File: config.mk
export PLATFORM = sky130hd
export DESIGN_NAME = lsd_scanner
export DESIGN_NICKNAME = d
export VERILOG_FILES = /design/src/shared/lsd_pkg.sv /design/src/rtl/lsd_bcd_conv.sv /design/src/rtl/lsd_scanner.sv
export SDC_FILE = /design/constraint.sdc
export NUM_CORES = 1
export LEC_CHECK = 0
export BUFFER_PORTS_ARGS = -buffer_cell sky130_fd_sc_hd__buf_2
export CAP_MARGIN = 20
export CELL_PAD_IN_SITES_DETAIL_PLACEMENT = 1
export CELL_PAD_IN_SITES_GLOBAL_PLACEMENT = 1
export CORE_MARGIN = 2
export CORE_UTILIZATION = 47
export DETAILED_ROUTE_END_ITERATION = 8
export PLACE_DENSITY_LB_ADDON = 0.1
export REMOVE_ABC_BUFFERS = 1
export SLEW_MARGIN = 20
export SYNTH_ARGS = -nofsm -noshare
export SYNTH_HDL_FRONTEND = slang
export SYNTH_SLANG_ARGS = --single-unit
File: constraint.sdc
create_clock -name mclk -period 10.15 [get_ports mclk]
set_input_delay 2.5375 -clock mclk [delete_from_list [all_inputs] [get_ports mclk]]
set_output_delay 2.5375 -clock mclk [all_outputs]
set_load 0.01 [all_outputs]
File: src/shared/lsd_pkg.sv
// Constants and types for the latched seven-segment scanner
package lsd_pkg;
   // ---------------------------------------------------------------
   // Register byte offsets
   // ---------------------------------------------------------------
   localparam logic [7:0] LSD_OFF_CTRL = 8'h00;
   localparam logic [7:0] LSD_OFF_MODE = 8'h04;
   localparam logic [7:0] LSD_OFF_VAL0 = 8'h08;
   localparam logic [7:0] LSD_OFF_VAL1 = 8'h0C;
   localparam logic [7:0] LSD_OFF_STAT = 8'h10;
   localparam logic [7:0] LSD_OFF_IRQ_STAT = 8'h14;
   localparam logic [7:0] LSD_OFF_IRQ_CLR = 8'h18;
   localparam logic [7:0] LSD_OFF_IRQ_EN = 8'h1C;
   localparam logic [7:0] LSD_OFF_SEQ = 8'h20;
   // ---------------------------------------------------------------
   // Field positions
   // ---------------------------------------------------------------
   localparam int LSD_CTRL_EN_BIT = 0;
   localparam int LSD_MODE_LATCH_NEG_BIT = 0;
   localparam int LSD_MODE_DATA_NEG_BIT = 1;
   localparam int LSD_MODE_TWO_BIT = 2;
   localparam int LSD_IRQ_DONE_BIT = 0;
   localparam int LSD_IRQ_ERR_BIT = 1;
   localparam int LSD_STAT_RUN_BIT = 0;
   localparam int LSD_STAT_DONE_BIT = 1;
   localparam int LSD_STAT_OK_BIT = 2;
   localparam int LSD_DATA0_LSB = 0;
   localparam int LSD_LATCH_LSB = 4;
   localparam int LSD_DATA1_LSB = 8;
   // ---------------------------------------------------------------
   // Reset values
   // ---------------------------------------------------------------
   localparam logic LSD_CTRL_EN_RST = 1'b0;
   localparam logic [2:0] LSD_MODE_RST = 3'h0;
   localparam logic [15:0] LSD_VAL_RST = 16'h0000;
   localparam logic [1:0] LSD_IRQ_EN_RST = 2'h0;
   // ---------------------------------------------------------------
   // Sizes and sequencing counts
   // ---------------------------------------------------------------
   localparam int LSD_OUT_W = 12;
   localparam logic [15:0] LSD_MAX_VALUE = 16'h270F;
   localparam logic [1:0] LSD_TOP_PLACE = 2'h3;
   localparam logic [1:0] LSD_LOW_PLACE = 2'h0;
   // Three scans per place, four places: twelve scans per pass
   localparam int LSD_SCANS_PER_PLACE = 3;
   localparam logic [1:0] LSD_RESP_OKAY = 2'b00;
   localparam logic [1:0] LSD_RESP_SLVERR = 2'b10;
   // ---------------------------------------------------------------
   // Sequencer states
   // ---------------------------------------------------------------
   typedef enum logic [3:0]
   {
      LSD_IDLE = 4'b0001,
      LSD_DATA = 4'b0010,
      LSD_STROBE = 4'b0100,
      LSD_HOLD = 4'b1000
   } lsd_state_t;
endpackage
File: src/rtl/lsd_bcd_conv.sv
// Binary to four-digit packed decimal converter
`timescale 1ns/10ps
`default_nettype none
module lsd_bcd_conv
(
   // Binary source word
   input wire logic [15:0] binVal,
   // Four decimal digits, thousands in the top nibble
   output logic [15:0] bcdVal
);
   import lsd_pkg::*;

   // Shift-and-add-three, one pass per source bit
   always_comb
   begin
      logic [31:0] sh;
      sh = {16'h0000, binVal};
      for (int i = 0; i < 16; i++)
      begin
         for (int d = 0; d < 4; d++)
         begin
            if (sh[16 + 4 * d +: 4] > 4'h4)
            begin
               sh[16 + 4 * d +: 4] = sh[16 + 4 * d +: 4] + 4'h3;
            end
         end
         sh = {sh[30:0], 1'b0};
      end
      bcdVal = sh[31:16];
   end
endmodule
`default_nettype wire

File: src/rtl/lsd_scanner.sv
// Latched seven-segment scanner with AXI4-Lite registers
// What this block does
// - Eight outputs serve one display, twelve serve two displays.
// - The first value word goes to display one, the next to display two.
// - Modes 0 to 3 run one display on eight outputs.
// - Modes 4 to 7 add a second data nibble and share the four strobes.
// - Mode picks data and strobe polarity apart; negative data inverts.
// - Each value becomes four decimal digits weighted 8, 4, 2 and 1.
// - A displayed value above 9999 raises an operation error, not a display update.
// - Outputs 0..3 carry display one digits, outputs 4..7 the strobes.
// - With two displays, outputs 8..11 carry display two digits.
// - Strobes cycle while enabled; an enable rise restarts the cycle.
// - A full pass over the strobes takes twelve scan cycles.
// - At the end of an error-free pass the done flag stands for one scan cycle.
// - An asserted output pulls its open-collector pin low.
`timescale 1ns/10ps
`default_nettype none
module lsd_scanner
(
   // Clock, reset, clock enable
   input wire logic mclk,
   input wire logic rst,
   input wire logic ce,
   // Controller scan cycle pulse
   input wire logic scanTick,
   // AXI4-Lite write address
   input wire logic [7:0] awaddr,
   input wire logic awvalid,
   output logic awready,
   // AXI4-Lite write data
   input wire logic [31:0] wdata,
   input wire logic [3:0] wstrb,
   input wire logic wvalid,
   output logic wready,
   // AXI4-Lite write response
   output logic [1:0] bresp,
   output logic bvalid,
   input wire logic bready,
   // AXI4-Lite read address
   input wire logic [7:0] araddr,
   input wire logic arvalid,
   output logic arready,
   // AXI4-Lite read data
   output logic [31:0] rdata,
   output logic [1:0] rresp,
   output logic rvalid,
   input wire logic rready,
   // Open-collector output enables, high pulls the pin low
   output logic [lsd_pkg::LSD_OUT_W-1:0] yDrvLow,
   // Status
   output logic passDoneFlag,
   output logic irq
);
   import lsd_pkg::*;

   // ---------------------------------------------------------------
   // Functions
   // ---------------------------------------------------------------
   function automatic logic [31:0] wmask(input logic [31:0] old,
                                         input logic [31:0] dat,
                                         input logic [3:0] strb);
      logic [31:0] res;
      res = old;
      for (int b = 0; b < 4; b++)
      begin
         if (strb[b])
         begin
            res[8 * b +: 8] = dat[8 * b +: 8];
         end
      end
      return res;
   endfunction

   function automatic logic [3:0] digitSel(input logic [15:0] bcd,
                                           input logic [1:0] place);
      return bcd[{place, 2'b00} +: 4];
   endfunction

   // ---------------------------------------------------------------
   // Declarations
   // ---------------------------------------------------------------
   logic awready_r;
   logic wready_r;
   logic bvalid_r;
   logic [1:0] bresp_r;
   logic arready_r;
   logic rvalid_r;
   logic [1:0] rresp_r;
   logic [31:0] rdata_r;
   logic awHeld_r;
   logic wHeld_r;
   logic [7:0] awAddr_r;
   logic [31:0] wData_r;
   logic [3:0] wStrb_r;
   logic ctrlEn_r;
   logic [2:0] mode_r;
   logic [15:0] val0_r;
   logic [15:0] val1_r;
   logic [1:0] irqStat_r;
   logic [1:0] irqEn_r;
   logic irq_r;
   logic enPrev_r;
   lsd_state_t state_r;
   lsd_state_t state_nxt;
   logic [1:0] place_r;
   logic [1:0] place_nxt;
   logic [15:0] word0_r;
   logic [15:0] word1_r;
   logic passOk_r;
   logic passDone_r;
   logic passDone_nxt;
   logic [LSD_OUT_W-1:0] yDrvLow_r;
   logic [LSD_OUT_W-1:0] y_nxt;
   logic [15:0] bcd0;
   logic [15:0] bcd1;
   logic [31:0] wFull;

   // ---------------------------------------------------------------
   // Bus decode
   // ---------------------------------------------------------------
   wire logic awTake = awvalid & awready_r;
   wire logic wTake = wvalid & wready_r;
   wire logic doWrite = awHeld_r & wHeld_r & ~bvalid_r;
   wire logic arTake = arvalid & arready_r;
   wire logic wrCtrl = doWrite & (awAddr_r == LSD_OFF_CTRL);
   wire logic wrMode = doWrite & (awAddr_r == LSD_OFF_MODE);
   wire logic wrVal0 = doWrite & (awAddr_r == LSD_OFF_VAL0);
   wire logic wrVal1 = doWrite & (awAddr_r == LSD_OFF_VAL1);
   wire logic wrClr = doWrite & (awAddr_r == LSD_OFF_IRQ_CLR);
   wire logic wrIrqEn = doWrite & (awAddr_r == LSD_OFF_IRQ_EN);
   wire logic wrHit = wrCtrl | wrMode | wrVal0 | wrVal1 | wrClr | wrIrqEn;
   wire logic rdHit = (araddr == LSD_OFF_CTRL) | (araddr == LSD_OFF_MODE)
      | (araddr == LSD_OFF_VAL0) | (araddr == LSD_OFF_VAL1)
      | (araddr == LSD_OFF_STAT) | (araddr == LSD_OFF_IRQ_STAT)
      | (araddr == LSD_OFF_IRQ_CLR) | (araddr == LSD_OFF_IRQ_EN)
      | (araddr == LSD_OFF_SEQ);
   assign wFull = wmask(32'h0000_0000, wData_r, wStrb_r);
   wire logic [31:0] val0Mrg = wmask({16'h0000, val0_r}, wData_r, wStrb_r);
   wire logic [31:0] val1Mrg = wmask({16'h0000, val1_r}, wData_r, wStrb_r);

   // ---------------------------------------------------------------
   // Sequencer decode
   // ---------------------------------------------------------------
   // mode field is three bits wide
   wire logic twoDisp = mode_r[LSD_MODE_TWO_BIT];
   wire logic dataNeg = mode_r[LSD_MODE_DATA_NEG_BIT];
   wire logic latchNeg = mode_r[LSD_MODE_LATCH_NEG_BIT];
   wire logic tick = scanTick;
   wire logic enRise = ctrlEn_r & ~enPrev_r;
   wire logic lastStep = tick & (state_r == LSD_HOLD)
      & (place_r == LSD_LOW_PLACE);
   wire logic startPass = ctrlEn_r & (enRise | lastStep);
   // range check of the source words
   wire logic bad0 = val0_r > LSD_MAX_VALUE;
   wire logic bad1 = twoDisp & (val1_r > LSD_MAX_VALUE);
   wire logic errEv = startPass & (bad0 | bad1);
   wire logic doneEv = lastStep & passOk_r & ~enRise;
   wire logic running = ctrlEn_r & (state_r != LSD_IDLE);
   wire logic [1:0] irqEv = {errEv, doneEv};
   wire logic [1:0] irqClr = wrClr ? wFull[1:0] : 2'b00;
   // first word to display one, next word to display two
   wire logic [3:0] dig0 = digitSel(word0_r, place_r);
   wire logic [3:0] dig1 = digitSel(word1_r, place_r);
   wire logic [3:0] dat0 = dataNeg ? ~dig0 : dig0;
   wire logic [3:0] dat1 = dataNeg ? ~dig1 : dig1;
   wire logic strobeAct = (state_r == LSD_STROBE) & passOk_r;
   wire logic [3:0] strobeHot = strobeAct ? (4'h1 << place_r) : 4'h0;
   wire logic [3:0] latchLines = latchNeg ? ~strobeHot : strobeHot;

   // ---------------------------------------------------------------
   // Converters
   // ---------------------------------------------------------------
   // binary to 8-4-2-1 digits
   lsd_bcd_conv uConv0
   (
      .binVal(val0_r),
      .bcdVal(bcd0)
   );

   lsd_bcd_conv uConv1
   (
      .binVal(val1_r),
      .bcdVal(bcd1)
   );

   // ---------------------------------------------------------------
   // Sequencer next state
   // ---------------------------------------------------------------
   always_comb
   begin
      state_nxt = state_r;
      place_nxt = place_r;
      if (!ctrlEn_r)
      begin
         state_nxt = LSD_IDLE;
         place_nxt = LSD_TOP_PLACE;
      end
      // restart from the top on enable rise
      else if (startPass)
      begin
         state_nxt = LSD_DATA;
         place_nxt = LSD_TOP_PLACE;
      end
      else if (tick)
      begin
         // three scans per place, four places
         // data, strobe, hold, then next lower place
         case (state_r)
            LSD_DATA:
            begin
               state_nxt = LSD_STROBE;
            end
            LSD_STROBE:
            begin
               state_nxt = LSD_HOLD;
            end
            LSD_HOLD:
            begin
               state_nxt = LSD_DATA;
               place_nxt = place_r - 2'h1;
            end
            default:
            begin
               state_nxt = LSD_IDLE;
            end
         endcase
      end
   end

   // flag stands from pass end to the next scan
   assign passDone_nxt = doneEv ? 1'b1 : (tick ? 1'b0 : passDone_r);

   // ---------------------------------------------------------------
   // Output mapping
   // ---------------------------------------------------------------
   always_comb
   begin
      y_nxt = '0;
      if (running)
      begin
         // digits on 0..3, strobes on 4..7
         y_nxt[LSD_DATA0_LSB +: 4] = dat0;
         y_nxt[LSD_LATCH_LSB +: 4] = latchLines;
         // second digit group only in two-display modes
         if (twoDisp)
         begin
            y_nxt[LSD_DATA1_LSB +: 4] = dat1;
         end
      end
   end

   // ---------------------------------------------------------------
   // Bus handshake
   // ---------------------------------------------------------------
   always_ff @(posedge mclk or posedge rst)
   begin
      if (rst)
      begin
         awready_r <= 1'b0;
         wready_r <= 1'b0;
         awHeld_r <= 1'b0;
         wHeld_r <= 1'b0;
         awAddr_r <= 8'h00;
         wData_r <= 32'h0000_0000;
         wStrb_r <= 4'h0;
         bvalid_r <= 1'b0;
         bresp_r <= LSD_RESP_OKAY;
      end
      else if (ce)
      begin
         if (awTake)
         begin
            awHeld_r <= 1'b1;
            awAddr_r <= awaddr;
         end
         if (wTake)
         begin
            wHeld_r <= 1'b1;
            wData_r <= wdata;
            wStrb_r <= wstrb;
         end
         awready_r <= ~awHeld_r & ~awTake & ~doWrite & ~bvalid_r;
         wready_r <= ~wHeld_r & ~wTake & ~doWrite & ~bvalid_r;
         if (doWrite)
         begin
            awHeld_r <= 1'b0;
            wHeld_r <= 1'b0;
            bvalid_r <= 1'b1;
            bresp_r <= wrHit ? LSD_RESP_OKAY : LSD_RESP_SLVERR;
         end
         else if (bvalid_r & bready)
         begin
            bvalid_r <= 1'b0;
         end
      end
   end

   always_ff @(posedge mclk or posedge rst)
   begin
      if (rst)
      begin
         arready_r <= 1'b0;
         rvalid_r <= 1'b0;
         rresp_r <= LSD_RESP_OKAY;
         rdata_r <= 32'h0000_0000;
      end
      else if (ce)
      begin
         arready_r <= ~arTake & ~rvalid_r;
         if (arTake)
         begin
            rvalid_r <= 1'b1;
            rresp_r <= rdHit ? LSD_RESP_OKAY : LSD_RESP_SLVERR;
            case (araddr)
               LSD_OFF_CTRL: rdata_r <= {31'h0, ctrlEn_r};
               LSD_OFF_MODE: rdata_r <= {29'h0, mode_r};
               LSD_OFF_VAL0: rdata_r <= {16'h0000, val0_r};
               LSD_OFF_VAL1: rdata_r <= {16'h0000, val1_r};
               LSD_OFF_STAT: rdata_r <= {29'h0, passOk_r, passDone_r,
                                         running};
               LSD_OFF_IRQ_STAT: rdata_r <= {30'h0, irqStat_r};
               LSD_OFF_IRQ_EN: rdata_r <= {30'h0, irqEn_r};
               // state word is read-only to software
               LSD_OFF_SEQ: rdata_r <= {26'h0, place_r, state_r};
               default: rdata_r <= 32'h0000_0000;
            endcase
         end
         else if (rvalid_r & rready)
         begin
            rvalid_r <= 1'b0;
         end
      end
   end

   // ---------------------------------------------------------------
   // Registers
   // ---------------------------------------------------------------
   always_ff @(posedge mclk or posedge rst)
   begin
      if (rst)
      begin
         ctrlEn_r <= LSD_CTRL_EN_RST;
         mode_r <= LSD_MODE_RST;
         val0_r <= LSD_VAL_RST;
         val1_r <= LSD_VAL_RST;
         irqEn_r <= LSD_IRQ_EN_RST;
         irqStat_r <= 2'h0;
         irq_r <= 1'b0;
      end
      else if (ce)
      begin
         if (wrCtrl)
         begin
            ctrlEn_r <= wFull[LSD_CTRL_EN_BIT];
         end
         if (wrMode)
         begin
            mode_r <= wFull[2:0];
         end
         if (wrVal0)
         begin
            val0_r <= val0Mrg[15:0];
         end
         if (wrVal1)
         begin
            val1_r <= val1Mrg[15:0];
         end
         if (wrIrqEn)
         begin
            irqEn_r <= wFull[1:0];
         end
         // Set wins over a same-cycle clear
         irqStat_r <= (irqStat_r & ~irqClr) | irqEv;
         irq_r <= |(((irqStat_r & ~irqClr) | irqEv) & irqEn_r);
      end
   end

   // ---------------------------------------------------------------
   // Sequencer
   // ---------------------------------------------------------------
   always_ff @(posedge mclk or posedge rst)
   begin
      if (rst)
      begin
         enPrev_r <= 1'b0;
         state_r <= LSD_IDLE;
         place_r <= LSD_TOP_PLACE;
         word0_r <= 16'h0000;
         word1_r <= 16'h0000;
         passOk_r <= 1'b0;
         passDone_r <= 1'b0;
      end
      else if (ce)
      begin
         enPrev_r <= ctrlEn_r;
         state_r <= state_nxt;
         place_r <= place_nxt;
         passDone_r <= passDone_nxt;
         if (startPass)
         begin
            // a bad word blanks the strobes for this pass
            passOk_r <= ~(bad0 | bad1);
            if (!(bad0 | bad1))
            begin
               word0_r <= bcd0;
               word1_r <= bcd1;
            end
         end
      end
   end

   // ---------------------------------------------------------------
   // Pin drive
   // ---------------------------------------------------------------
   always_ff @(posedge mclk or posedge rst)
   begin
      if (rst)
      begin
         yDrvLow_r <= '0;
      end
      else if (ce)
      begin
         // logic one pulls the pin low
         yDrvLow_r <= y_nxt;
      end
   end

   assign awready = awready_r;
   assign wready = wready_r;
   assign bvalid = bvalid_r;
   assign bresp = bresp_r;
   assign arready = arready_r;
   assign rvalid = rvalid_r;
   assign rresp = rresp_r;
   assign rdata = rdata_r;
   assign yDrvLow = yDrvLow_r;
   assign passDoneFlag = passDone_r;
   assign irq = irq_r;
endmodule
`default_nettype wire

### Yosys cells after proc, flatten, opt, wreduce, memory -nomap -nowiden

Index checks and enable logic that the tools add are counted.

| cells by class | value |
|---|---|
| multiplexer cells | 97 |
| $lt $le $gt $ge | 70 |
| bitwise operators | 63 |
| reductions and logical operators | 29 |
| equality and inequality tests | 19 |
| shift-type cells | 3 |
| $add $sub $neg | 69 |

Operators by type and width:

| kind | number |
|---|---|
| 4-bit two-way mux | 68 |
| 4-bit by 3-bit greater-than comparator with 1-bit output (second input constant) | 60 |
| 4-bit by 2-bit adder with 4-bit output (second input constant) | 54 |
| 16-bit case mux with 8 select lines | 1 |
| 8-bit by 5-bit == test with 1-bit output (second input constant) | 6 |
| 8-bit by 4-bit == test with 1-bit output (second input constant) | 4 |
| 16-bit by 14-bit greater-than comparator with 1-bit output (second input constant) | 2 |
| 16-bit by 5-bit indexed part select with 4-bit output | 2 |
| 1-bit bitwise AND | 30 |
| 2-bit AND reduction | 14 |
| 3-bit two-way mux | 9 |
| 3-bit by 2-bit adder with 3-bit output (second input constant) | 8 |
| 3-bit by 2-bit adder with 4-bit output (second input constant) | 6 |
| 3-bit greater-than comparator (second input constant) | 8 |
| 3-bit AND reduction | 6 |
| 8-bit by 3-bit == test with 1-bit output (second input constant) | 2 |
| 8-bit zero test | 2 |
| 1-bit bitwise OR | 15 |
| 2-bit two-way mux | 7 |
| 12-bit two-way mux | 1 |
| 4-bit inverter | 3 |
| 4-bit case mux with 3 select lines | 1 |
| 1-bit inverter | 11 |
| 1-bit two-way mux | 10 |
| other kinds (15) | 20 |

| storage, ports and cells | value |
|---|---|
| output and inout port bits | 55 |
| input bits | 61 |
| flip-flop bits (word level) | 163 |
| logic and storage cells | 380 |

### Longest topological paths before layout

| logic depth | value |
|---|---|
| word-level depth | 26 |
| gate-level depth with buffers | 42 |
| depth with buffers taken out | 37 |

### Hierarchy

From an unflattened synthesis, not the netlist that was laid out.

| second synthesis, totals | value |
|---|---|
| cell total of the unflattened synthesis | 2111 |
| area, all modules | 17829.6 µm² |

Modules (own cells, without submodules):

| module | cells an instance | area an instance (µm²) | times used | seq. area each (µm²) |
|---|---|---|---|---|
| lsd_scanner | 541 | 6814.0 | 1 | 3632.2 |
| lsd_bcd_conv (uConv0) | 779 | 5607.9 | 1 | 0.0 |
| lsd_bcd_conv (uConv1) | 791 | 5407.7 | 1 | 0.0 |

### Worst setup path before layout

Ideal clock, no wire load.

| timing | value |
|---|---|
| kind | reg-to-reg |
| from | register val0_r[13] |
| to | register word0_r[9] |
| period minus slack after synthesis | 7763 ps |
| slack | 2387 ps |
| library setup time | 131 ps |
| arrival time | 7632 ps |
| stages on the path, launching flop included | 41 |
| required time | 10019 ps |
| buffers on the path | 5 |
| path through | dfrtp_1 -> buf_2 -> inv_1 -> ha_1 -> inv_1 -> ha_1 -> and2b_1 -> o31ai_1 -> a21oi_1 -> a21oi_2 -> xnor2_1 -> nand2_1 -> ha_1 -> xnor3_1 -> a31o_2 -> a32oi_1 -> buf_2 -> nand2_1 -> [... 5 more ...] -> o31a_1 -> and4b_1 -> clkbuf_1 -> and2_1 -> mux2i_1 -> ha_1 -> clkbuf_1 -> or2_2 -> o32ai_1 -> nor2_1 -> a31oi_1 -> inv_1 -> ha_1 -> or2_2 -> nor2_1 -> nor3_1 -> xnor2_1 -> o21ai_1 |

| between the ends | value |
|---|---|
| longest elaborated chain between the ends | 26 |
| elaborated cells between the ends (all ways) | 85 |
| classes of those cells | 27 x add/sub; 28 x order compare; 27 x mux; 2 x bitwise; 1 x reduce/logical |

RTL lines:

| item | line | source |
|---|---|---|
| start: declaration | lsd_scanner.sv:97 | `logic [15:0] val0_r;` |
| start signal: assignment | lsd_scanner.sv:362 | `val0_r <= val0Mrg[15:0];` |
| 3-bit by 2-bit adder with 4-bit output or 3-bit greater-than comparator (tied branches) | lsd_bcd_conv.sv:24, lsd_bcd_conv.sv:22 |  |
| 4-bit two-way mux | lsd_bcd_conv.sv:22 | `if (sh[16 + 4 * d +: 4] > 4'h4)` |
| 4-bit by 2-bit adder with 4-bit output or 4-bit by 3-bit greater-than comparator with 1-bit output (tied branches) | lsd_bcd_conv.sv:24, lsd_bcd_conv.sv:22 |  |
| 4-bit two-way mux | lsd_bcd_conv.sv:22 |  |
| 4-bit by 2-bit adder with 4-bit output or 4-bit by 3-bit greater-than comparator with 1-bit output (tied branches) | lsd_bcd_conv.sv:24, lsd_bcd_conv.sv:22 |  |
| 4-bit two-way mux | lsd_bcd_conv.sv:22 |  |
| 4-bit by 3-bit greater-than comparator with 1-bit output, or another cell as far along | lsd_bcd_conv.sv:22 |  |
| 4-bit two-way mux | lsd_bcd_conv.sv:22 |  |
| [... 10 more ...] | -- |  |
| 4-bit by 2-bit adder with 4-bit output or 4-bit by 3-bit greater-than comparator with 1-bit output (tied branches) | lsd_bcd_conv.sv:24, lsd_bcd_conv.sv:22 |  |
| 4-bit two-way mux | lsd_bcd_conv.sv:22 |  |
| 4-bit by 2-bit adder with 4-bit output or 4-bit by 3-bit greater-than comparator with 1-bit output (tied branches) | lsd_bcd_conv.sv:24, lsd_bcd_conv.sv:22 |  |
| 4-bit two-way mux | lsd_bcd_conv.sv:22 |  |
| 4-bit by 2-bit adder with 4-bit output or 4-bit by 3-bit greater-than comparator with 1-bit output (tied branches) | lsd_bcd_conv.sv:24, lsd_bcd_conv.sv:22 |  |
| 4-bit two-way mux | lsd_bcd_conv.sv:22 |  |
| 4-bit by 2-bit adder with 4-bit output or 4-bit by 3-bit greater-than comparator with 1-bit output (tied branches) | lsd_bcd_conv.sv:24, lsd_bcd_conv.sv:22 |  |
| 4-bit two-way mux | lsd_bcd_conv.sv:22 |  |
| end signal: assignment | lsd_scanner.sv:388 | `word0_r <= 16'h0000;` |
| end signal: assignment | lsd_scanner.sv:405 | `word0_r <= bcd0;` |
| end: declaration | lsd_scanner.sv:107 | `logic [15:0] word0_r;` |

Parallel ways exist; a longest one is shown, timed or not.
A chain may end at the register's enable or synchronous reset.

### Final worst setup path

| timing | value |
|---|---|
| from | register val0_r[13] |
| to | register word0_r[2] |

| between the ends | value |
|---|---|
| longest elaborated chain between the ends | 26 |
| elaborated cells between the ends (all ways) | 43 |
| classes of those cells | 13 x add/sub; 14 x order compare; 13 x mux; 2 x bitwise; 1 x reduce/logical |

RTL lines:

| item | line |
|---|---|
| 3-bit by 2-bit adder with 4-bit output or 3-bit greater-than comparator (tied branches) | lsd_bcd_conv.sv:24, lsd_bcd_conv.sv:22 |
| 4-bit two-way mux | lsd_bcd_conv.sv:22 |
| 4-bit by 2-bit adder with 4-bit output or 4-bit by 3-bit greater-than comparator with 1-bit output (tied branches) | lsd_bcd_conv.sv:24, lsd_bcd_conv.sv:22 |
| 4-bit two-way mux | lsd_bcd_conv.sv:22 |
| 4-bit by 2-bit adder with 4-bit output or 4-bit by 3-bit greater-than comparator with 1-bit output (tied branches) | lsd_bcd_conv.sv:24, lsd_bcd_conv.sv:22 |
| 4-bit two-way mux | lsd_bcd_conv.sv:22 |
| 4-bit by 3-bit greater-than comparator with 1-bit output or 4-bit by 2-bit adder with 4-bit output (tied branches) | lsd_bcd_conv.sv:22, lsd_bcd_conv.sv:24 |
| 4-bit two-way mux | lsd_bcd_conv.sv:22 |
| [... 10 more ...] | -- |
| 4-bit by 3-bit greater-than comparator with 1-bit output or 4-bit by 2-bit adder with 4-bit output (tied branches) | lsd_bcd_conv.sv:22, lsd_bcd_conv.sv:24 |
| 4-bit two-way mux | lsd_bcd_conv.sv:22 |
| 4-bit by 2-bit adder with 4-bit output or 4-bit by 3-bit greater-than comparator with 1-bit output (tied branches) | lsd_bcd_conv.sv:24, lsd_bcd_conv.sv:22 |
| 4-bit two-way mux | lsd_bcd_conv.sv:22 |
| 4-bit by 3-bit greater-than comparator with 1-bit output or 4-bit by 2-bit adder with 4-bit output (tied branches) | lsd_bcd_conv.sv:22, lsd_bcd_conv.sv:24 |
| 4-bit two-way mux | lsd_bcd_conv.sv:22 |
| 4-bit by 2-bit adder with 4-bit output or 4-bit by 3-bit greater-than comparator with 1-bit output (tied branches) | lsd_bcd_conv.sv:24, lsd_bcd_conv.sv:22 |
| 4-bit two-way mux | lsd_bcd_conv.sv:22 |

Parallel ways exist; a longest one is shown, timed or not.

==> metrics.md <==
| Metric | Value |
|---|---|
| Result of the run | finished, final reports clean |
| CTS Root Cell | sky130_fd_sc_hd__clkbuf_16 |
| GRT Overall Usage | 0.2759 |
| Via count of the first global-routing pass | 16335 |
| Setup_tns | 0 ns |
| Hold depth | 2 |
| Number of H-tree levels | 4 |
| Number of cell instances on the worst register-to-register path | 31 |
| DRC errors left | 0 |
| Peak clock frequency supported by timing | 106.7 MHz |
| Fraction of layout cells with a size suffix above 1 | 0.1486 |
| Area of the mapped netlist | 0.01623 mm² |
| Placement Rows | 68 |
| Maximum number of pins on one net before global-route repair | 85 |
| Worst hold start | word1_r[11] |
| Total of max-cap violations | 0 |
| Synth Instances | 2036 |
| Setup Skew | 0.01627 ns |
| Pre-Repair DR Iteration Count | 7 |
| Clock-pin slew reported for the worst setup and hold paths after clock tree synthesis | 0.07 ns |
| RSZ-0062 raised after global routing | no |
| Destination of the worst hold path | word1_r[11] |
| Power Density | 403.7 mW/mm² |
| Die area | 0.03602 mm² |
| Post-synthesis sequential area ratio | 0.2239 |
| Yosys synthesis warning count | 0 |
| Headroom to the max-slew limit | 0.3186 |
| Finished Layout Cells | 2482 |
| Gpl congestion | 0.8920 |
| Routed vias | 16307 |
| Number of hold violations in the final report | 0 |
| Most Used Layer, Global Route | met2 |
| Actual transition at the worst max-transition pin | 1.018 ns |
| Delay of the slowest critical-path stage | 0.69 ns |
| Slowest library cell on the worst path | sky130_fd_sc_hd__o311ai_0 |
| Clock tree from TritonCTS | yes |
| Share of the clock period used by the worst path after layout | 0.9238 |
| Portion of total power attributed to sequential cells | 0.120 |
| Commonest cells after routing, fill and taps aside | sky130_fd_sc_hd__nand2_1, sky130_fd_sc_hd__nor2_1, sky130_fd_sc_hd__dfrtp_1 |
| Global routing met1 resource utilization | 0.3470 |
| Post-synth top flop | sky130_fd_sc_hd__dfrtp_1 |
| Number of port buffers | 79 |
| Internal cell power | 0.003201 W |
| Met3 track demand over resource in global routing | 0.03007 |
| Global routing met2 resource utilization | 0.4894 |
| Sort of element at the end of the critical path | register |
| VDD IR max | 0.0006076 V |
| Distinct cells, synth | 131 |
| Required arrival time at the worst endpoint | 10.49 ns |
| Routed len/inst | 20.15 µm |
| Initial core utilization | 0.4732 |
| Class of the most critical setup path | reg2reg |
| Post-route total power | 0.006963 W |
| Longest Clk Path Bufs | 2 |
| Class of the tightest hold or removal check | reg2reg |
| Static leakage | 6.850 nW |
| Worst reg-to-reg setup slack | 0.77 ns |
| Vert. Die Dim | 189.8 µm |
| Total clock sinks | 145 |
| Setup violation total in the final timing report | 0 |
| Vias per std cell | 6.570 |
| Number of storage elements in the synthesis netlist | 145 |
| Number of nets with antenna violations after routing | 0 |
| Number of buffers created by CTS | 17 |
| Minimum clock period | 9.376 ns |
| Critical path startpoint category | register |
| Total number of nets in the final design | 2123 |
| Pins over their slew limit | 0 |
| Fillcell total | 4256 |
| Global-route wire length before repair | 83230 µm |
| Count of hold-fix buffers inserted at cts | 0 |
| Post-synthesis average cell area | 7.969 µm² |
| Beginning of the worst register-to-register path | val0_r[13] |
| Drt first-iter violations | 1040 |
| Number of flops mapped to enable cells by yosys | 0 |
| Post-DP HPWL | 37010 µm |
| Antenna violations before repair | 2 |
| Worst Path Arrival | 9.72 ns |
| I/O pin cnt | 116 |
| Switching portion of total power | 0.5403 |
| Area added between synthesis and finish | 6.308% |
| Clock group share of total power | 0.093 |
| Cell mode on critical path | sky130_fd_sc_hd__ha_1 |
| WL final | 50020 µm |
| Placed cells | 2447 |
| Net load switching power | 0.003762 W |
| Combinational group share of total power | 0.787 |
| Horizontal die dimension | 189.8 µm |
| R2R Path End | word0_r[2] |
| Insertion delay of the later-clocked pin in the worst-skew pair | 0.44 ns |
| Share of synthesized registers carrying an async set or reset | 1.000 |
| Most common cell after layout, fill and taps aside | sky130_fd_sc_hd__nand2_1 |
| Total global routing overflow | 0 |
| Crit-path max FO | 14 |
| Area of the core | 0.03429 mm² |
==> cell families (layout without fill, tap and decap cells) <==
logic type	count (synthesis)	count (layout)	share of synthesized area
AND/OR/NAND/NOR	733	733	0.2241
AO/OA/AOI/OAI	705	705	0.3262
other	1	20	0.0002311
multiplexers	119	119	0.08529
buffers and inverters	216	188	0.06123
flip-flops	145	145	0.2239
XOR/XNOR	63	63	0.03802
adder cells (fa/ha/maj)	54	54	0.04110
==> final cells by class <==
type	count	area, µm²	area share
clock inverters	14	176.4	0.01023
clock buffers	18	429.2	0.02488
repair buffers	92	496.7	0.02880
well taps	455	569.3	0.03300
multi-input cells	1692	11700	0.6780
inverters	64	245.2	0.01422
flip-flops and latches	145	3632	0.2106
diodes	2	5.005	0.0002902
==> metrics by stage <==
stage | setup slack [ns] | util | cell area, µm² | hold WS (ns)
floorplan | 2.333 | - | 15540 | 0.4334
global placement | 1.214 | 0.4843 | 16610 | 0.4596
detailed placement | 0.8240 | 0.4843 | 16610 | 0.4559
CTS | 0.7965 | 0.5020 | 17210 | 0.4723
global route | 0.008836 | 0.5031 | 17250 | 0.4905
finish | 0.7736 | 0.5031 | 17250 | 0.4743
==> registers in the layout (all words and copies together) (netlist names), 2 cells and up <==
name and cells:
word0_r 16, awAddr_r 8, irqStat_r 2, rdata 16, wStrb_r 2, place_r 2, mode_r 3, word1_r 16
state_r 4, irqEn_r 2, yDrvLow 12, val0_r 16, wData_r 16, val1_r 16
==> worst max-delay path: cells and delay by family (launching register included) <==
| kind | cells | cell delay, ns |
|---|---|---|
| AO/OA/AOI/OAI | 10 | 3.22 |
| XOR/XNOR | 3 | 0.77 |
| adder cells (fa/ha/maj) | 5 | 1.60 |
| buffers and inverters | 4 | 0.34 |
| flip-flops | 1 | 0.56 |
| multiplexers | 4 | 1.82 |
| AND/OR/NAND/NOR | 5 | 0.98 |
==> power by group through the flow <==
stage                     clock network (W)  logic (W)  registers, W
after floorplan                           0    0.00421      0.000800
after global placement                    0    0.00520      0.000829
after detailed placement                  0    0.00542      0.000838
after CTS                          0.000658    0.00545      0.000832
after global routing               0.000682    0.00609      0.000852
final                              0.000649    0.00548      0.000834
==> worst max path at each step <==
stage	endpoint	cells past startpoint	from	slack, ns
floorplan	word0_r[9]	32	val0_r[13]	2.33
global placement	word1_r[13]	30	val1_r[13]	1.21
detailed placement	word0_r[2]	30	val0_r[13]	0.82
CTS	word0_r[2]	30	val0_r[13]	0.80
global route	word1_r[15]	31	val1_r[13]	0.009
finish	word0_r[2]	31	val0_r[13]	0.77
==> synthesized netlist by cell type (all sizes together), types with 10 or more instances <==
cell type	count	area [µm²]
mux2	71	799.5
o211ai	44	367.9
and2	10	62.56
clkbuf	79	296.5
a32oi	11	141.4
o32ai	10	102.6
o211a	13	137.6
a21oi	95	501.7
nand2b	21	131.4
xnor2	51	476.7
o31ai	33	252.7
nor2	163	626.9
buf	73	456.7
a211o	12	105.1
or2	14	87.58
nor2b	11	71.32
o2111ai	10	100.1
o221ai	11	96.34
nor4	30	221.5
o22ai	13	81.33
o31a	11	96.34
or4	10	82.58
a2111oi	16	200.2
a21boi	12	90.09
ha	50	625.6
or3	17	106.4
and3	18	112.6
o311ai	16	157.7
nand3	70	350.3
nor3	90	491.7
a211oi	36	295.3
dfrtp	142	3553
a22o	11	96.34
nand2	224	843.3
o21ai	158	805.8
a22oi	19	147.6
a31oi	29	181.4
a21o	16	120.1
a221oi	16	140.1
nand4	22	158.9
mux2i	40	404.1
xor2	10	95.10
o21a	24	180.2
inv	60	225.2
==> metal layers <==
| layer | vias up | wire (µm) |
|---|---|---|
| li1 | 7726 | - |
| met1 | 8147 | 21620 |
| met2 | 343 | 25410 |
| met3 | 91 | 1474 |
| met4 | 0 | 1523 |
| met5 | - | 0 |
==> what timing repair did <==
item	in CTS	in global routing
resized for setup	0	2
endpoints found under the setup margin	0	4
setup buffers	0	0
hold endpoints to repair	0	0
Power figures use the tool's default switching activity.
